[src/hw/sfc_regs.vh]
// Operation
// - read-config instruction returns eight-bit register
// - write-registers needs sixteen cycles, second byte config
// - latency code bits 7:6 set mode/dummy
// - suitable mode bits allow instruction-less repeat
// - plain reads: zero mode/dummy, 50 MHz max
// - code 10b serves fast and multi reads
// - table set chosen by build parameter
// - high performance: only quad io has mode
// - enhanced adds mode to dual io, ddr reads
// - learning pattern only with five+ dummies
// - high performance single-rate dummy table
// - high performance double-rate table
// - enhanced single-rate: dual io 4 mode
// - enhanced double-rate table
// - protect origin bit five, one-time
// - parameter location bit two, one-time
// - bit one selects four-bit io
// - freeze bit zero locks protection bits
// - volatility bit: block protect resets 111
// - one-time bit 1->0 fails, program error
// - freeze cleared only by power/hardware reset
// - quad mode: wp/hold pins inactive internally
`ifndef SFC_REGS_VH
`define SFC_REGS_VH
`define SFC_CMD_READ_CONFIG 8'h35
`define SFC_CMD_WRITE_REGS 8'h01
`define SFC_CMD_WREN 8'h06
`define SFC_CMD_READ 8'h03
`define SFC_CMD_READ4 8'h13
`define SFC_CMD_FAST 8'h0B
`define SFC_CMD_FAST4 8'h0C
`define SFC_CMD_DOUT 8'h3B
`define SFC_CMD_DOUT4 8'h3C
`define SFC_CMD_QOUT 8'h6B
`define SFC_CMD_QOUT4 8'h6C
`define SFC_CMD_DIO 8'hBB
`define SFC_CMD_DIO4 8'hBC
`define SFC_CMD_QIO 8'hEB
`define SFC_CMD_QIO4 8'hEC
`define SFC_CMD_DDR_FAST 8'h0D
`define SFC_CMD_DDR_FAST4 8'h0E
`define SFC_CMD_DDR_DIO 8'hBD
`define SFC_CMD_DDR_DIO4 8'hBE
`define SFC_CMD_DDR_QIO 8'hED
`define SFC_CMD_DDR_QIO4 8'hEE
`define SFC_CFG_RESET 8'h00
`define SFC_BIT_LC_HI 7
`define SFC_BIT_LC_LO 6
`define SFC_BIT_ORIGIN 5
`define SFC_BIT_RSVD 4
`define SFC_BIT_VOLAT 3
`define SFC_BIT_PARAM 2
`define SFC_BIT_QUAD 1
`define SFC_BIT_FREEZE 0
`define SFC_BP_VOLATILE_RESET 3'h7
`define SFC_WRITE_BITS 16
`define SFC_DLP_MIN_DUMMY 4'h5
`define SFC_MODE_CONT 4'hA
`endif

[src/hw/sfc_sync.v]
`timescale 1ns/1ps
`default_nettype none
module sfc_sync #(
  parameter WIDTH = 1
) (
  input wire clk_in,
  input wire sys_rst_in,
  input wire ce_in,
  input wire [WIDTH-1:0] async_in,
  output reg [WIDTH-1:0] sync_out
);
  reg [WIDTH-1:0] stage1;
  // two-flop synchroniser; stage1 feeds only sync_out
  always @(posedge clk_in or posedge sys_rst_in) begin
    if (sys_rst_in) begin
      stage1 <= {WIDTH{1'b0}};
      sync_out <= {WIDTH{1'b0}};
    end else if (ce_in) begin
      stage1 <= async_in;
      sync_out <= stage1;
    end
  end
endmodule
`default_nettype wire

[src/hw/sfc_latency.v]
`timescale 1ns/1ps
`default_nettype none
`include "sfc_regs.vh"
module sfc_latency #(
  parameter ENHANCED = 0
) (
  input wire [7:0] cmd_in,
  input wire [1:0] latency_code_in,
  output reg [3:0] mode_cycles_out,
  output reg [3:0] dummy_cycles_out,
  output reg has_mode_out,
  output reg is_ddr_out,
  output reg learning_pattern_ok_out
);
  // pick one of four codes ordered 11,00,01,10
  function [3:0] sfc_pick;
    input [1:0] lc;
    input [3:0] v11;
    input [3:0] v00;
    input [3:0] v01;
    input [3:0] v10;
    begin
      case (lc)
        2'b11: sfc_pick = v11;
        2'b00: sfc_pick = v00;
        2'b01: sfc_pick = v01;
        default: sfc_pick = v10;
      endcase
    end
  endfunction

  // fixed tables; variant is a build choice, no register bit
  always @* begin
    mode_cycles_out = 4'h0;
    dummy_cycles_out = 4'h0;
    is_ddr_out = 1'b0;
    case (cmd_in)
      `SFC_CMD_READ, `SFC_CMD_READ4: begin
        dummy_cycles_out = 4'h0;
      end
      `SFC_CMD_FAST, `SFC_CMD_FAST4, `SFC_CMD_DOUT, `SFC_CMD_DOUT4,
      `SFC_CMD_QOUT, `SFC_CMD_QOUT4: begin
        // code 10 also covers fast read up to 133 MHz
        dummy_cycles_out = sfc_pick(latency_code_in, 4'h0, 4'h8, 4'h8, 4'h8);
      end
      `SFC_CMD_DIO, `SFC_CMD_DIO4: begin
        if (ENHANCED != 0) begin
          mode_cycles_out = 4'h4;
          dummy_cycles_out = sfc_pick(latency_code_in, 4'h0, 4'h0, 4'h1, 4'h2);
        end else begin
          dummy_cycles_out = sfc_pick(latency_code_in, 4'h4, 4'h4, 4'h5, 4'h6);
        end
      end
      `SFC_CMD_QIO, `SFC_CMD_QIO4: begin
        mode_cycles_out = 4'h2;
        dummy_cycles_out = sfc_pick(latency_code_in, 4'h1, 4'h4, 4'h4, 4'h5);
      end
      `SFC_CMD_DDR_FAST, `SFC_CMD_DDR_FAST4: begin
        is_ddr_out = 1'b1;
        if (ENHANCED != 0) begin
          mode_cycles_out = 4'h4;
          dummy_cycles_out = sfc_pick(latency_code_in, 4'h1, 4'h2, 4'h4, 4'h5);
        end else begin
          dummy_cycles_out = sfc_pick(latency_code_in, 4'h4, 4'h5, 4'h6, 4'h7);
        end
      end
      `SFC_CMD_DDR_DIO, `SFC_CMD_DDR_DIO4: begin
        is_ddr_out = 1'b1;
        if (ENHANCED != 0) begin
          mode_cycles_out = 4'h2;
          dummy_cycles_out = sfc_pick(latency_code_in, 4'h2, 4'h4, 4'h5, 4'h6);
        end else begin
          dummy_cycles_out = sfc_pick(latency_code_in, 4'h4, 4'h6, 4'h7, 4'h8);
        end
      end
      `SFC_CMD_DDR_QIO, `SFC_CMD_DDR_QIO4: begin
        is_ddr_out = 1'b1;
        mode_cycles_out = 4'h1;
        dummy_cycles_out = sfc_pick(latency_code_in, 4'h3, 4'h6, 4'h7, 4'h8);
      end
      default: begin
        mode_cycles_out = 4'h0;
      end
    endcase
    has_mode_out = (mode_cycles_out != 4'h0);
    learning_pattern_ok_out = is_ddr_out &&
      (dummy_cycles_out >= `SFC_DLP_MIN_DUMMY);
  end
endmodule
`default_nettype wire

[src/hw/sfc_config.v]
`timescale 1ns/1ps
`default_nettype none
`include "sfc_regs.vh"
module sfc_config #(
  parameter ENHANCED = 0
) (
  input wire clk_in,
  input wire sys_rst_in,
  input wire ce_in,
  input wire sck_in,
  input wire cs_n_in,
  input wire si_in,
  input wire wp_n_in,
  input wire hold_n_in,
  input wire soft_reset_in,
  output reg so_out,
  output reg so_oe_out,
  output reg [7:0] interface_protection_config_out,
  output reg [2:0] block_protect_field_out,
  output reg program_error_out,
  output reg [3:0] mode_cycles_out,
  output reg [3:0] dummy_cycles_out,
  output reg learning_pattern_ok_out,
  output reg continuous_mode_out,
  output wire quad_enable_out,
  output wire wp_n_eff_out,
  output wire hold_n_eff_out
);
  localparam ST_IDLE = 3'd0;
  localparam ST_CMD = 3'd1;
  localparam ST_WDATA = 3'd2;
  localparam ST_RDATA = 3'd3;
  localparam ST_ADDR = 3'd4;
  localparam ST_MODE = 3'd5;
  localparam ST_SKIP = 3'd6;

  wire [4:0] sync_bus;
  wire sck_s;
  wire cs_n_s;
  wire si_s;
  wire wp_n_s;
  wire hold_n_s;
  reg sck_d;
  reg [2:0] state;
  reg [4:0] bit_cnt;
  reg [7:0] shift_in;
  reg [7:0] shift_out;
  reg [15:0] wdata;
  reg [7:0] cur_cmd;
  reg [7:0] mode_sr;
  reg [3:0] mode_left;
  reg [5:0] addr_left;
  reg write_enable;
  reg cont_armed;
  wire [3:0] lat_mode;
  wire [3:0] lat_dummy;
  wire lat_has_mode;
  wire lat_dlp;
  wire sck_rise;
  wire sck_fall;
  wire [7:0] cmd_byte;
  wire [7:0] cfg;
  wire [7:0] wr_cfg;
  wire frozen;
  wire otp_fail;
  reg [7:0] next_cfg;

  // all pins cross into clk_in before any logic looks at them
  sfc_sync #(.WIDTH(5)) u_sync (
    .clk_in(clk_in),
    .sys_rst_in(sys_rst_in),
    .ce_in(ce_in),
    .async_in({sck_in, cs_n_in, si_in, wp_n_in, hold_n_in}),
    .sync_out(sync_bus)
  );
  assign sck_s = sync_bus[4];
  assign cs_n_s = sync_bus[3];
  assign si_s = sync_bus[2];
  assign wp_n_s = sync_bus[1];
  assign hold_n_s = sync_bus[0];
  assign sck_rise = sck_s && !sck_d;
  assign sck_fall = !sck_s && sck_d;
  assign cmd_byte = {shift_in[6:0], si_s};
  assign cfg = interface_protection_config_out;

  sfc_latency #(.ENHANCED(ENHANCED)) u_lat (
    .cmd_in(cur_cmd),
    .latency_code_in(cfg[`SFC_BIT_LC_HI:`SFC_BIT_LC_LO]),
    .mode_cycles_out(lat_mode),
    .dummy_cycles_out(lat_dummy),
    .has_mode_out(lat_has_mode),
    .is_ddr_out(),
    .learning_pattern_ok_out(lat_dlp)
  );

  // quad mode hides the wp/hold functions as inactive high
  assign quad_enable_out = cfg[`SFC_BIT_QUAD];
  assign wp_n_eff_out = quad_enable_out ? 1'b1 : wp_n_s;
  assign hold_n_eff_out = quad_enable_out ? 1'b1 : hold_n_s;
  assign frozen = cfg[`SFC_BIT_FREEZE];
  assign wr_cfg = {wdata[7:0]};
  // clearing a programmed one-time bit fails
  assign otp_fail = (cfg[`SFC_BIT_ORIGIN] & ~wr_cfg[`SFC_BIT_ORIGIN]) |
                    (cfg[`SFC_BIT_VOLAT] & ~wr_cfg[`SFC_BIT_VOLAT]) |
                    (cfg[`SFC_BIT_PARAM] & ~wr_cfg[`SFC_BIT_PARAM]);

  // merge a written byte into the register under the lock rules
  always @* begin
    next_cfg = cfg;
    next_cfg[`SFC_BIT_LC_HI] = wr_cfg[`SFC_BIT_LC_HI];
    next_cfg[`SFC_BIT_LC_LO] = wr_cfg[`SFC_BIT_LC_LO];
    next_cfg[`SFC_BIT_QUAD] = wr_cfg[`SFC_BIT_QUAD];
    next_cfg[`SFC_BIT_FREEZE] = cfg[`SFC_BIT_FREEZE] | wr_cfg[`SFC_BIT_FREEZE];
    next_cfg[`SFC_BIT_VOLAT] = cfg[`SFC_BIT_VOLAT] | wr_cfg[`SFC_BIT_VOLAT];
    if (!frozen) begin
      // origin and parameter bits locked by freeze
      next_cfg[`SFC_BIT_ORIGIN] = cfg[`SFC_BIT_ORIGIN] | wr_cfg[`SFC_BIT_ORIGIN];
      next_cfg[`SFC_BIT_PARAM] = cfg[`SFC_BIT_PARAM] | wr_cfg[`SFC_BIT_PARAM];
    end
    next_cfg[`SFC_BIT_RSVD] = 1'b0;
  end

  // serial command engine, sampling on sck rising, driving on falling
  always @(posedge clk_in or posedge sys_rst_in) begin
    if (sys_rst_in) begin
      sck_d <= 1'b0;
      state <= ST_IDLE;
      bit_cnt <= 5'h00;
      shift_in <= 8'h00;
      shift_out <= 8'h00;
      wdata <= 16'h0000;
      cur_cmd <= 8'h00;
      mode_sr <= 8'h00;
      mode_left <= 4'h0;
      addr_left <= 6'h00;
      write_enable <= 1'b0;
      cont_armed <= 1'b0;
      so_out <= 1'b0;
      so_oe_out <= 1'b0;
      interface_protection_config_out <= `SFC_CFG_RESET;
      block_protect_field_out <= 3'h0;
      program_error_out <= 1'b0;
      mode_cycles_out <= 4'h0;
      dummy_cycles_out <= 4'h0;
      learning_pattern_ok_out <= 1'b0;
      continuous_mode_out <= 1'b0;
    end else if (ce_in) begin
      sck_d <= sck_s;
      mode_cycles_out <= lat_mode;
      dummy_cycles_out <= lat_dummy;
      learning_pattern_ok_out <= lat_dlp;
      continuous_mode_out <= cont_armed;
      if (soft_reset_in) begin
        // software reset spares freeze; volatile protect goes to 111
        write_enable <= 1'b0;
        if (cfg[`SFC_BIT_VOLAT]) begin
          block_protect_field_out <= `SFC_BP_VOLATILE_RESET;
        end
      end
      if (cs_n_s) begin
        // frame end: a complete 16-bit write commits only if write enable was set
        if (state == ST_WDATA && bit_cnt == 5'd`SFC_WRITE_BITS && write_enable) begin
          write_enable <= 1'b0;
          interface_protection_config_out <= next_cfg;
          if (otp_fail) begin
            program_error_out <= 1'b1;
          end
          if (!frozen) begin
            block_protect_field_out <= wdata[12:10];
          end
        end
        state <= ST_IDLE;
        so_oe_out <= 1'b0;
      end else begin
        case (state)
          ST_IDLE: begin
            bit_cnt <= 5'h00;
            if (cont_armed) begin
              // repeat read with implied instruction
              state <= ST_ADDR;
              addr_left <= 6'd24;
            end else begin
              state <= ST_CMD;
            end
          end
          ST_CMD: begin
            if (sck_rise) begin
              shift_in <= cmd_byte;
              bit_cnt <= bit_cnt + 5'h01;
              if (bit_cnt == 5'h07) begin
                cur_cmd <= cmd_byte;
                bit_cnt <= 5'h00;
                if (cmd_byte == `SFC_CMD_READ_CONFIG) begin
                  state <= ST_RDATA;
                  shift_out <= cfg;
                end else if (cmd_byte == `SFC_CMD_WRITE_REGS) begin
                  state <= ST_WDATA;
                end else if (cmd_byte == `SFC_CMD_WREN) begin
                  write_enable <= 1'b1;
                  state <= ST_SKIP;
                end else begin
                  state <= ST_ADDR;
                  addr_left <= 6'd24;
                end
              end
            end
          end
          ST_WDATA: begin
            if (sck_rise && bit_cnt != 5'd`SFC_WRITE_BITS) begin
              wdata <= {wdata[14:0], si_s};
              bit_cnt <= bit_cnt + 5'h01;
            end
          end
          ST_RDATA: begin
            if (sck_fall) begin
              // register byte shifted out msb first, repeating
              so_oe_out <= 1'b1;
              so_out <= shift_out[7];
              shift_out <= {shift_out[6:0], shift_out[7]};
            end
          end
          ST_ADDR: begin
            if (sck_rise) begin
              addr_left <= addr_left - 6'h01;
              if (addr_left == 6'h01) begin
                state <= lat_has_mode ? ST_MODE : ST_SKIP;
                mode_left <= 4'h8;
                cont_armed <= 1'b0;
              end
            end
          end
          ST_MODE: begin
            if (sck_rise && mode_left != 4'h0) begin
              mode_sr <= {mode_sr[6:0], si_s};
              mode_left <= mode_left - 4'h1;
              if (mode_left == 4'h1) begin
                cont_armed <= ({mode_sr[2:0], si_s} == `SFC_MODE_CONT);
              end
            end
          end
          ST_SKIP: begin
            so_oe_out <= 1'b0;
          end
          default: begin
            state <= ST_IDLE;
          end
        endcase
      end
    end
  end
endmodule
`default_nettype wire

[config.mk]
export PLATFORM = sky130hd
export DESIGN_NAME = sfc_config
export DESIGN_NICKNAME = d
export VERILOG_FILES = /design/src/hw/sfc_sync.v /design/src/hw/sfc_latency.v /design/src/hw/sfc_config.v
export VERILOG_INCLUDE_DIRS = /design/src /design/src/hw
export SDC_FILE = /design/constraint.sdc
export NUM_CORES = 1
export LEC_CHECK = 0
export ABC_CLOCK_PERIOD_IN_PS = 2700
export CAP_MARGIN = 15
export CORE_MARGIN = 5
export CORE_UTILIZATION = 40
export DETAILED_ROUTE_END_ITERATION = 16
export DONT_BUFFER_PORTS = 1
export HOLD_SLACK_MARGIN = 0.1
export PLACE_DENSITY = 0.65
export RECOVER_POWER = 50
export SLEW_MARGIN = 25
export SYNTH_ARGS = -nofsm -noshare
export SYNTH_HDL_FRONTEND = slang
export SYNTH_HIERARCHICAL = 1
export SYNTH_SLANG_ARGS = --single-unit
[constraint.sdc]
create_clock -name clk_in -period 2.7 [get_ports clk_in]
set_input_delay 0.135 -clock clk_in [delete_from_list [all_inputs] [get_ports clk_in]]
set_output_delay 0.135 -clock clk_in [all_outputs]
set_load 0.01 [all_outputs]
==> results of run 1 <==
## cell type report
cell class | count | area share, %
inverters | 21 | 1.47
clock buffers | 9 | 4.13
clock inverters | 7 | 1.44
flip-flops and latches | 93 | 42.7
multi-input cells | 316 | 43.9
well taps | 168 | 3.85
repair buffers | 15 | 2.59
## cell usage in the layout (no fill, tap or decap), types with 8 or more instances in the layout
cell type	count
nor2_1	30
nor2b_1	8
nand2_1	23
nor3_1	10
dfrtp_1	93
nand3_1	8
ha_1	11
inv_1	20
a21oi_1	28
clkbuf_16	9
dlygate4sd3_1	8
o21ai_0	11
mux2_2	48
mux2_1	9
mux2i_1	10
## flip-flops by register name, summed over array words and instances (netlist names)
name / count
wdata: 13
cur_cmd: 8
shift_out: 8
interface_protection_config_out: 7
shift_in: 7
addr_left: 6
bit_cnt: 5
u_sync/stage1: 5
u_sync/sync_out: 5
dummy_cycles_out: 4
mode_cycles_out: 4
mode_left: 4
block_protect_field_out: 3
mode_sr: 3
state: 3
cont_armed: 1
continuous_mode_out: 1
learning_pattern_ok_out: 1
program_error_out: 1
sck_d: 1
so_oe_out: 1
so_out: 1
write_enable: 1
## timing repair
item,CTS,global route
hold buffers,9,0
setup buffers,0,0
hold endpoints to repair,69,0
## layer usage
layer / global-route usage, % / share of wire, % / vias up / wire length (um)
li1: - / - / 1633 / -
met1: 18.8 / 45 / 1676 / 4410
met2: 22.6 / 47 / 76 / 4590
met3: 4.41 / 6.8 / 8 / 665
met4: 3.92 / 1.1 / 0 / 110
met5: 0 / 0 / - / 0
## path summary, 6_finish.rpt
kind,depth (start not counted),startpoint,slack [ps],to
worst max-delay path,5,shift_in[0]$_DFFE_PP0P_,530,addr_left[3]$_DFFE_PP0P_
worst min-delay path,2,ce_in,140,u_sync/sync_out[3]$_DFFE_PP0P_
worst max register to register,5,shift_in[0]$_DFFE_PP0P_,530,addr_left[3]$_DFFE_PP0P_
worst min register to register,1,u_sync/stage1[3]$_DFFE_PP0P_,500,u_sync/sync_out[3]$_DFFE_PP0P_
max in group asynchronous,3,sys_rst_in,660,interface_protection_config_out[0]$_DFFE_PP0P_
min in group asynchronous,2,sys_rst_in,270,u_sync/sync_out[3]$_DFFE_PP0P_
## through the flow
step	total power, mW	hold slack [ps]
detailed placement	2.75	22.4
floorplan	2.57	-24.8
finish	3.97	137
CTS	4.03	160
global route	4.23	139
global placement	2.70	12.8
## report_power, final
group / internal [mW] / leakage, nW / switching [mW]
clock network: 0.656 / 0.148 / 0.588
registers: 1.57 / 1.21 / 0.255
logic: 0.411 / 1.24 / 0.488
total: 2.64 / 2.60 / 1.33
==> reports/metrics.csv, run 1 <==
metric;value;unit
status;finished, violations left;
failing checks;max-capacitance violations, max-slew violations;
htree depth;3;
worst slack at placement;564;ps
P_leak;2.60;nW
setup ws final;527;ps
Residual DRC;0;
Yosys warning total;6;
WS Path Type;reg -> reg;
fin crit period;2170;ps
vias in the first global route;3445;
routed wire length;9.77;mm
Hold Crit Class;in -> reg;
Critical path buffers and inverters;0;
Critical Path RT;2930;ps
final non-filler cell area;0.00546;sq mm
post-route ant nets;0;
Layout area overhead;9.35;%
Post-Syn Area;0.00499;sq mm
CTS Root Cell;clkbuf_16;
clock slew at reported path FFs;70;ps
filler cell count;1156;
flip-flop and latch area;0.00233;sq mm
nets;476;
first-pass GRT wire length;17.0;mm
Worst path max stage delay;470;ps
Initial Util;41.2;%
port bufs;0;
initial antenna violation count;0;
CP Data Arrival Time;2400;ps
max cap viols;1;
CTS Buffer Depth;2;
grt ovf;0;
Vias/cell;5.39;
Resize count post-CTS;0;
fin cells;629;
Final Util;45.1;%
RSZ-0062 raised after global routing;false;
pin count of the biggest net entering global routing;50;
slowest CP cell;a2111oi_0;
Die ar.;0.0148;sq mm
PwrDens;728;mW/mm^2
Worst Setup End Kind;register;
vias;3393;
period utilisation layout;80.5;%
Die W;122;um
TritonCTS buffer count;9;
Final Max Slew Viols;36;
Top Family by Delay on Critical Path;compound AO/OA/AOI/OAI gates;
Post-Syn Instances;455;
cell breakdown of the critical path;or3b_1, a2111oi_0, o21ai_0, and2_1, o22a_1;
routed length per instance;15.5;um
layout cell share with drive strength beyond 1;20.2;%
core area;0.0121;sq mm
mean post-synth cell area;11.0;sq um
# IOs;36;
die height;122;um
number of DRC markers in iteration 0;160;
DP Cell Count;604;
post-place instance area;0.00510;sq mm
# diodes;0;
Critical Path Start Type;register;
Final GP Congestion;0.858;
Worst-Margin Slew;1590;ps
peak supply drop;0.458;mV
area of the multi-input gates;0.00239;sq mm
final setup vio count;0;
Sink Count;93;
Peak Freq;460;MHz
skew final;7.90;ps
setup tns final;0;ps
num rows;40;
drt pass-1 iters;4;
CP max FO;6;
Hold Vio Cnt, Final;0;
All-Layer GR Usage;14.2;%
CTS tree;built;
Final HPWL DP;6.97;mm
Slew HR;-6.39;%
later-pin clock latency in the skew report;340;ps
Power figures use the tool's default switching activity.
==> run 2: changes to the inputs <==
--- a/config.mk
+++ b/config.mk
@@ -6,7 +6,8 @@
 export SDC_FILE = /design/constraint.sdc
 export NUM_CORES = 1
 export LEC_CHECK = 0
-export ABC_CLOCK_PERIOD_IN_PS = 2700
+export ABC_AREA = 1
+export ABC_CLOCK_PERIOD_IN_PS = 2070
 export CAP_MARGIN = 15
 export CORE_MARGIN = 5
 export CORE_UTILIZATION = 40
==> constraint.sdc (replaced) <==
create_clock -name clk_in -period 2.07 [get_ports clk_in]
set_input_delay 0.1035 -clock clk_in [delete_from_list [all_inputs] [get_ports clk_in]]
set_output_delay 0.1035 -clock clk_in [all_outputs]
set_load 0.01 [all_outputs]
==> reports/metrics.csv, run 2 <==
metric;value;unit;change
Final HPWL DP;7.79;mm;+12%
Setup Buffers After CTS;0;;unchanged
status;finished clean;;
most common cell after layout, fill and taps aside;nand2_1;;
nets;697;;+46%
fin cells;850;;+35%
Biggest register;wdata;;
routed length per instance;12.9;um;-17%
Vias/cell;4.84;;-10%
FF-to-FF setup slack;190;ps;-340 ps
die height;122;um;-0.12%
Final GP Congestion;0.893;;+4.1%
registers with the most flip-flops;wdata x13, cur_cmd x8, shift_out x8;;
Hold Crit Class;in -> async;;
Initial Util;41.1;%;-0.10 points
skew final;5.67;ps;-2.23 ps
setup ws final;189;ps;-339 ps
All-Layer GR Usage;15.9;%;+1.6 points
Residual DRC;0;;unchanged
Sink Count;93;;unchanged
# diodes;0;;unchanged
initial antenna violation count;0;;unchanged
CP Data Arrival Time;2160;ps;-240 ps
CTS Buffer Depth;2;;unchanged
htree depth;3;;unchanged
Die W;122;um;-0.12%
filler cell count;1212;;+4.8%
Peak Freq;532;MHz;+15%
most frequent cells in the layout;nand2_1, dfrtp_1, inv_1, o21ai_0, nand3_1;;
R2R depth;12;;+7
post-place instance area;0.00513;sq mm;+0.59%
num rows;40;;unchanged
RSZ-0062 raised after global routing;false;;
Die ar.;0.0148;sq mm;-0.23%
post-route ant nets;0;;unchanged
total power;5.62;mW;+41%
vias in the first global route;4064;;+18%
Worst Setup End Kind;register;;
routed wire length;11.0;mm;+12%
WS Path Type;reg -> reg;;
port bufs;0;;unchanged
Post-Syn Instances;646;;+42%
period utilisation layout;90.9;%;+10 points
CTS tree;built;;
mean post-synth cell area;7.70;sq um;-30%
P_leak;2.97;nW;+14%
DP Cell Count;804;;+33%
CTS Root Cell;clkbuf_16;;
final setup vio count;0;;unchanged
core area;0.0121;sq mm;unchanged
Worst-Margin Slew;1330;ps;-254 ps
later-pin clock latency in the skew report;340;ps;about the same
Largest register FFs;13;;unchanged
Post-Syn Area;0.00498;sq mm;-0.25%
first-pass GRT wire length;18.9;mm;+11%
final non-filler cell area;0.00576;sq mm;+5.5%
Layout area overhead;15.7;%;
Yosys warning total;6;;unchanged
# IOs;36;;unchanged
Final Max Slew Viols;0;;-100%
CP max FO;5;;-1
fin crit period;1880;ps;-291 ps
Slew HR;11.1;%;+17 points
pin count of the biggest net entering global routing;53;;+6.0%
setup tns final;0;ps;unchanged
TritonCTS buffer count;9;;unchanged
layout cell share with drive strength beyond 1;11.1;%;-9.0 points
Critical Path Start Type;register;;
PwrDens;976;mW/mm^2;+34%
grt ovf;0;;unchanged
worst slack at placement;334;ps;-230 ps
Critical Path RT;2350;ps;-580 ps
number of DRC markers in iteration 0;273;;+71%
peak supply drop;0.473;mV;+3.3%
max cap viols;0;;-1
vias;4111;;+21%
drt pass-1 iters;5;;+1
Hold Vio Cnt, Final;0;;unchanged
clock slew at reported path FFs;60;ps;about the same
## run 2: metal layers
metal / part of all wire, % / global-route usage (%)
met5: 0 / 0
met4: 1.1 / 4.41
met3: 4.7 / 3.62
met2: 49 / 27.0
met1: 45 / 20.3
## run 2: power by group
part / internal [mW] / switching, mW / total, mW
Combinational: 0.474 / 0.858 / 1.33
Sequential: 2.12 / 0.244 / 2.36
Clock: 1.19 / 0.728 / 1.92
Total: 3.79 / 1.83 / 5.62
## run 2: cell type report
cell class                      count  area [sq um]  area share (%)
Clock buffer                       10           229            3.98
Sequential cell                    93          2330            40.4
Clock inverter                      6           116            2.02
Tap cell                          168           210            3.65
Timing Repair Buffer               36           340            5.91
Multi-Input combinational cell    446          2190            38.1
Inverter                           91           343            5.95
## run 2: per-stage QoR
| step | utilization [%] | hold WS (ps) |
|---|---|---|
| 5_1_grt | 47.5 | 168 |
| 3_3_place_gp | 42.4 | -111 |
| 4_1_cts | 47.7 | 157 |
| 3_5_place_dp | 42.4 | -108 |
| 6_report | 47.5 | 152 |
| 2_1_floorplan | - | -56.3 |
## run 2: path summary, 6_finish.rpt
path / from / to
setup / recovery: cur_cmd[1]$_DFFE_PP0P_ / dummy_cycles_out[3]$_DFFE_PP0P_
hold / removal: sys_rst_in / wdata[9]$_DFFE_PP0P_
setup reg to reg: cur_cmd[1]$_DFFE_PP0P_ / dummy_cycles_out[3]$_DFFE_PP0P_
hold reg to reg: mode_left[3]$_DFFE_PP0P_ / mode_left[3]$_DFFE_PP0P_
max in group asynchronous: sys_rst_in / bit_cnt[3]$_DFFE_PP0P_
min in group clk_in: ce_in / state[1]$_DFFE_PP0P_
## run 2: worst max-delay path, cell delays in order, from the launching register on
cell and delay (ps):
dfrtp_1 420, inv_1 70, nand2_1 70, nand2_2 130, nand2_4 70, nor2_4 150
inv_2 60, nand2_2 70, nand2_2 50, nand2_2 80, nand2_1 50, dlygate4sd3_1 540
nand2_1 70
## run 2: timing repair
action,4_1_cts,5_1_grt
hold buffers,30,0
resized for setup,0,1
endpoints found under the setup margin,0,11
hold endpoints to repair,122,0
==> run 3: changes to the inputs <==
--- a/config.mk
+++ b/config.mk
@@ -16,8 +16,10 @@
 export HOLD_SLACK_MARGIN = 0.1
 export PLACE_DENSITY = 0.65
 export RECOVER_POWER = 50
+export SETUP_SLACK_MARGIN = 0.4
 export SLEW_MARGIN = 25
 export SYNTH_ARGS = -nofsm -noshare
 export SYNTH_HDL_FRONTEND = slang
 export SYNTH_HIERARCHICAL = 1
 export SYNTH_SLANG_ARGS = --single-unit
+export TNS_END_PERCENT = 10
==> reports/metrics.csv, run 3 (same netlist as run 2, synthesis figures left out) <==
metric;value;unit;change
vias in the first global route;4052;;-0.30%
Layout area overhead;18.3;%;
nets;705;;+1.1%
routed wire length;11.1;mm;+0.63%
PwrDens;969;mW/mm^2;-0.68%
final setup vio count;0;;unchanged
status;finished, violations left;;
GR Layer Usage met1;19.8;%;-0.48 points
skew final;6.94;ps;+1.27 ps
Critical Path Start Type;register;;
initial antenna violation count;0;;unchanged
P_leak;3.03;nW;+2.2%
port bufs;0;;unchanged
post-route ant nets;0;;unchanged
filler cell count;1182;;-2.5%
first-pass GRT wire length;18.7;mm;-1.1%
Peak Freq;617;MHz;+16%
CTS tree;built;;
peak supply drop;0.477;mV;+0.98%
Die W;122;um;unchanged
period utilisation layout;78.3;%;-13 points
num rows;40;;unchanged
TritonCTS buffer count;9;;unchanged
Vias/cell;4.86;;+0.49%
fin crit period;1620;ps;-260 ps
vias;4170;;+1.4%
Biggest register;wdata;;
Die ar.;0.0148;sq mm;unchanged
RSZ-0062 raised after global routing;true;;
R2R depth;8;;-4
Final Util;48.6;%;+1.1 points
CTS Root Cell;clkbuf_16;;
Hold Crit Class;in -> reg;;
FF-to-FF setup slack;450;ps;+260 ps
core area;0.0121;sq mm;unchanged
grt ovf;0;;unchanged
reg2reg start;state[0]$_DFFE_PP0P_;;
Critical Path RT;2310;ps;-40 ps
clock slew at reported path FFs;70;ps;about the same
CTS Buffer Depth;2;;unchanged
CP max FO;15;;+10
Hold Vio Cnt, Final;8;;+8
Final Max Slew Viols;0;;unchanged
die height;122;um;unchanged
registers with the most flip-flops;wdata x13, cur_cmd x8, shift_out x8;;
Residual DRC;0;;unchanged
routed length per instance;12.9;um;-0.31%
pin count of the biggest net entering global routing;53;;unchanged
layout cell share with drive strength beyond 1;16.1;%;+4.9 points
later-pin clock latency in the skew report;340;ps;about the same
Worst Setup End Kind;register;;
setup tns final;0;ps;unchanged
Worst setup startpoint;state[0]$_DFFE_PP0P_;;
Sink Count;93;;unchanged
WS Path Type;reg -> reg;;
All-Layer GR Usage;15.6;%;-0.25 points
Initial Util;41.1;%;unchanged
Final HPWL DP;7.79;mm;unchanged
Worst-Margin Slew;673;ps;-661 ps
CP Data Arrival Time;1860;ps;-300 ps
Largest register FFs;13;;unchanged
htree depth;3;;unchanged
max cap viols;0;;unchanged
failing checks;negative hold slack;;
most common cell after layout, fill and taps aside;nand2_1;;
M3 GR Usage;3.76;%;+0.14 points
r2r endpoint;cur_cmd[0]$_DFFE_PP0P_;;
met2 Use GR;26.5;%;-0.52 points
Slew HR;55.1;%;+44 points
drt pass-1 iters;5;;unchanged
Post-CTS Hold Buffers;26;;-13%
# IOs;36;;unchanged
most used routing layer;met2;;
most frequent cells in the layout;nand2_1, dfrtp_1, inv_1, o21ai_0, nand3_1;;
# diodes;0;;unchanged
CP Capture Point;cur_cmd[0]$_DFFE_PP0P_;;
worst hold slack;-109;ps;-261 ps
number of DRC markers in iteration 0;275;;+0.73%
Final GP Congestion;0.893;;unchanged
==> run 3: changes by cell type in the layout (fill, tap and decap cells not counted), sizes merged <==
| cell | delta |
|---|---|
| dlygate4sd3 | -4 |
| clkbuf | -1 |
| clkdlybuf4s25 | -1 |
| buf | +13 |
| clkinv | +1 |
==> run 3: stage by stage <==
stage | cell area (sq um) | power [mW] | setup slack [ps] | cells | hold slack [ps]
global route | 5890 | 6.05 | 338 | 858 | -121
global placement | 5130 | 3.60 | 393 | 804 | -111
CTS | 5740 | 5.66 | 346 | 846 | -122
floorplan | 4980 | 3.39 | 514 | 647 | -56.3
finish | 5890 | 5.71 | 449 | 858 | -109
detailed placement | 5130 | 3.66 | 334 | 804 | -108
==> run 3: worst max-delay path, stage by stage, from the launching register on <==
cell,delay [ps]
dfrtp_2,470
inv_2,80
nor2_1,120
nand2_1,120
nor3_4,190
nand3_4,210
buf_4,210
nand2_2,50
o21ai_2,40
==> run 3: timing repair <==
item                                   in CTS  in global routing
endpoints found under the hold margin     122                  8
setup endpoints to repair                  19                 56
pin swaps                                   0                  6
resized for setup                           2                 26
gates cloned                                0                  1
setup buffers                               0                 12
==> run 3: report_power, final <==
| part | internal [mW] | switching [mW] |
|---|---|---|
| clock | 1.20 | 0.745 |
| sequential | 2.12 | 0.242 |
| combinational | 0.501 | 0.901 |
| total | 3.82 | 1.89 |
==> run 3: worst min path at each step <==
stage,end,depth (start not counted),from
floorplan,u_sync/stage1[0]$_DFFE_PP0P_,1,sys_rst_in
global placement,wdata[10]$_DFFE_PP0P_,1,sys_rst_in
detailed placement,wdata[9]$_DFFE_PP0P_,1,sys_rst_in
CTS,learning_pattern_ok_out$_DFFE_PP0P_,2,ce_in
global route,dummy_cycles_out[0]$_DFFE_PP0P_,2,ce_in
finish,learning_pattern_ok_out$_DFFE_PP0P_,2,ce_in
==> run 3: layer usage <==
metal	up-vias	wire [um]
met1	1961	4870
li1	2092	-
met3	18	532
met5	-	0
met2	99	5450
met4	0	204
==> run 3: layout make-up <==
class                           count  area (sq um)  share of cell area (%)
Sequential cell                    93          2330                    39.6
Multi-Input combinational cell    446          2250                    38.2
Timing Repair Buffer               43           395                    6.71
Inverter                           91           348                    5.91
Clock buffer                       10           229                    3.89
Tap cell                          168           210                    3.57
Clock inverter                      6           116                    1.98
Timing Repair inverter              1          6.26                   0.106
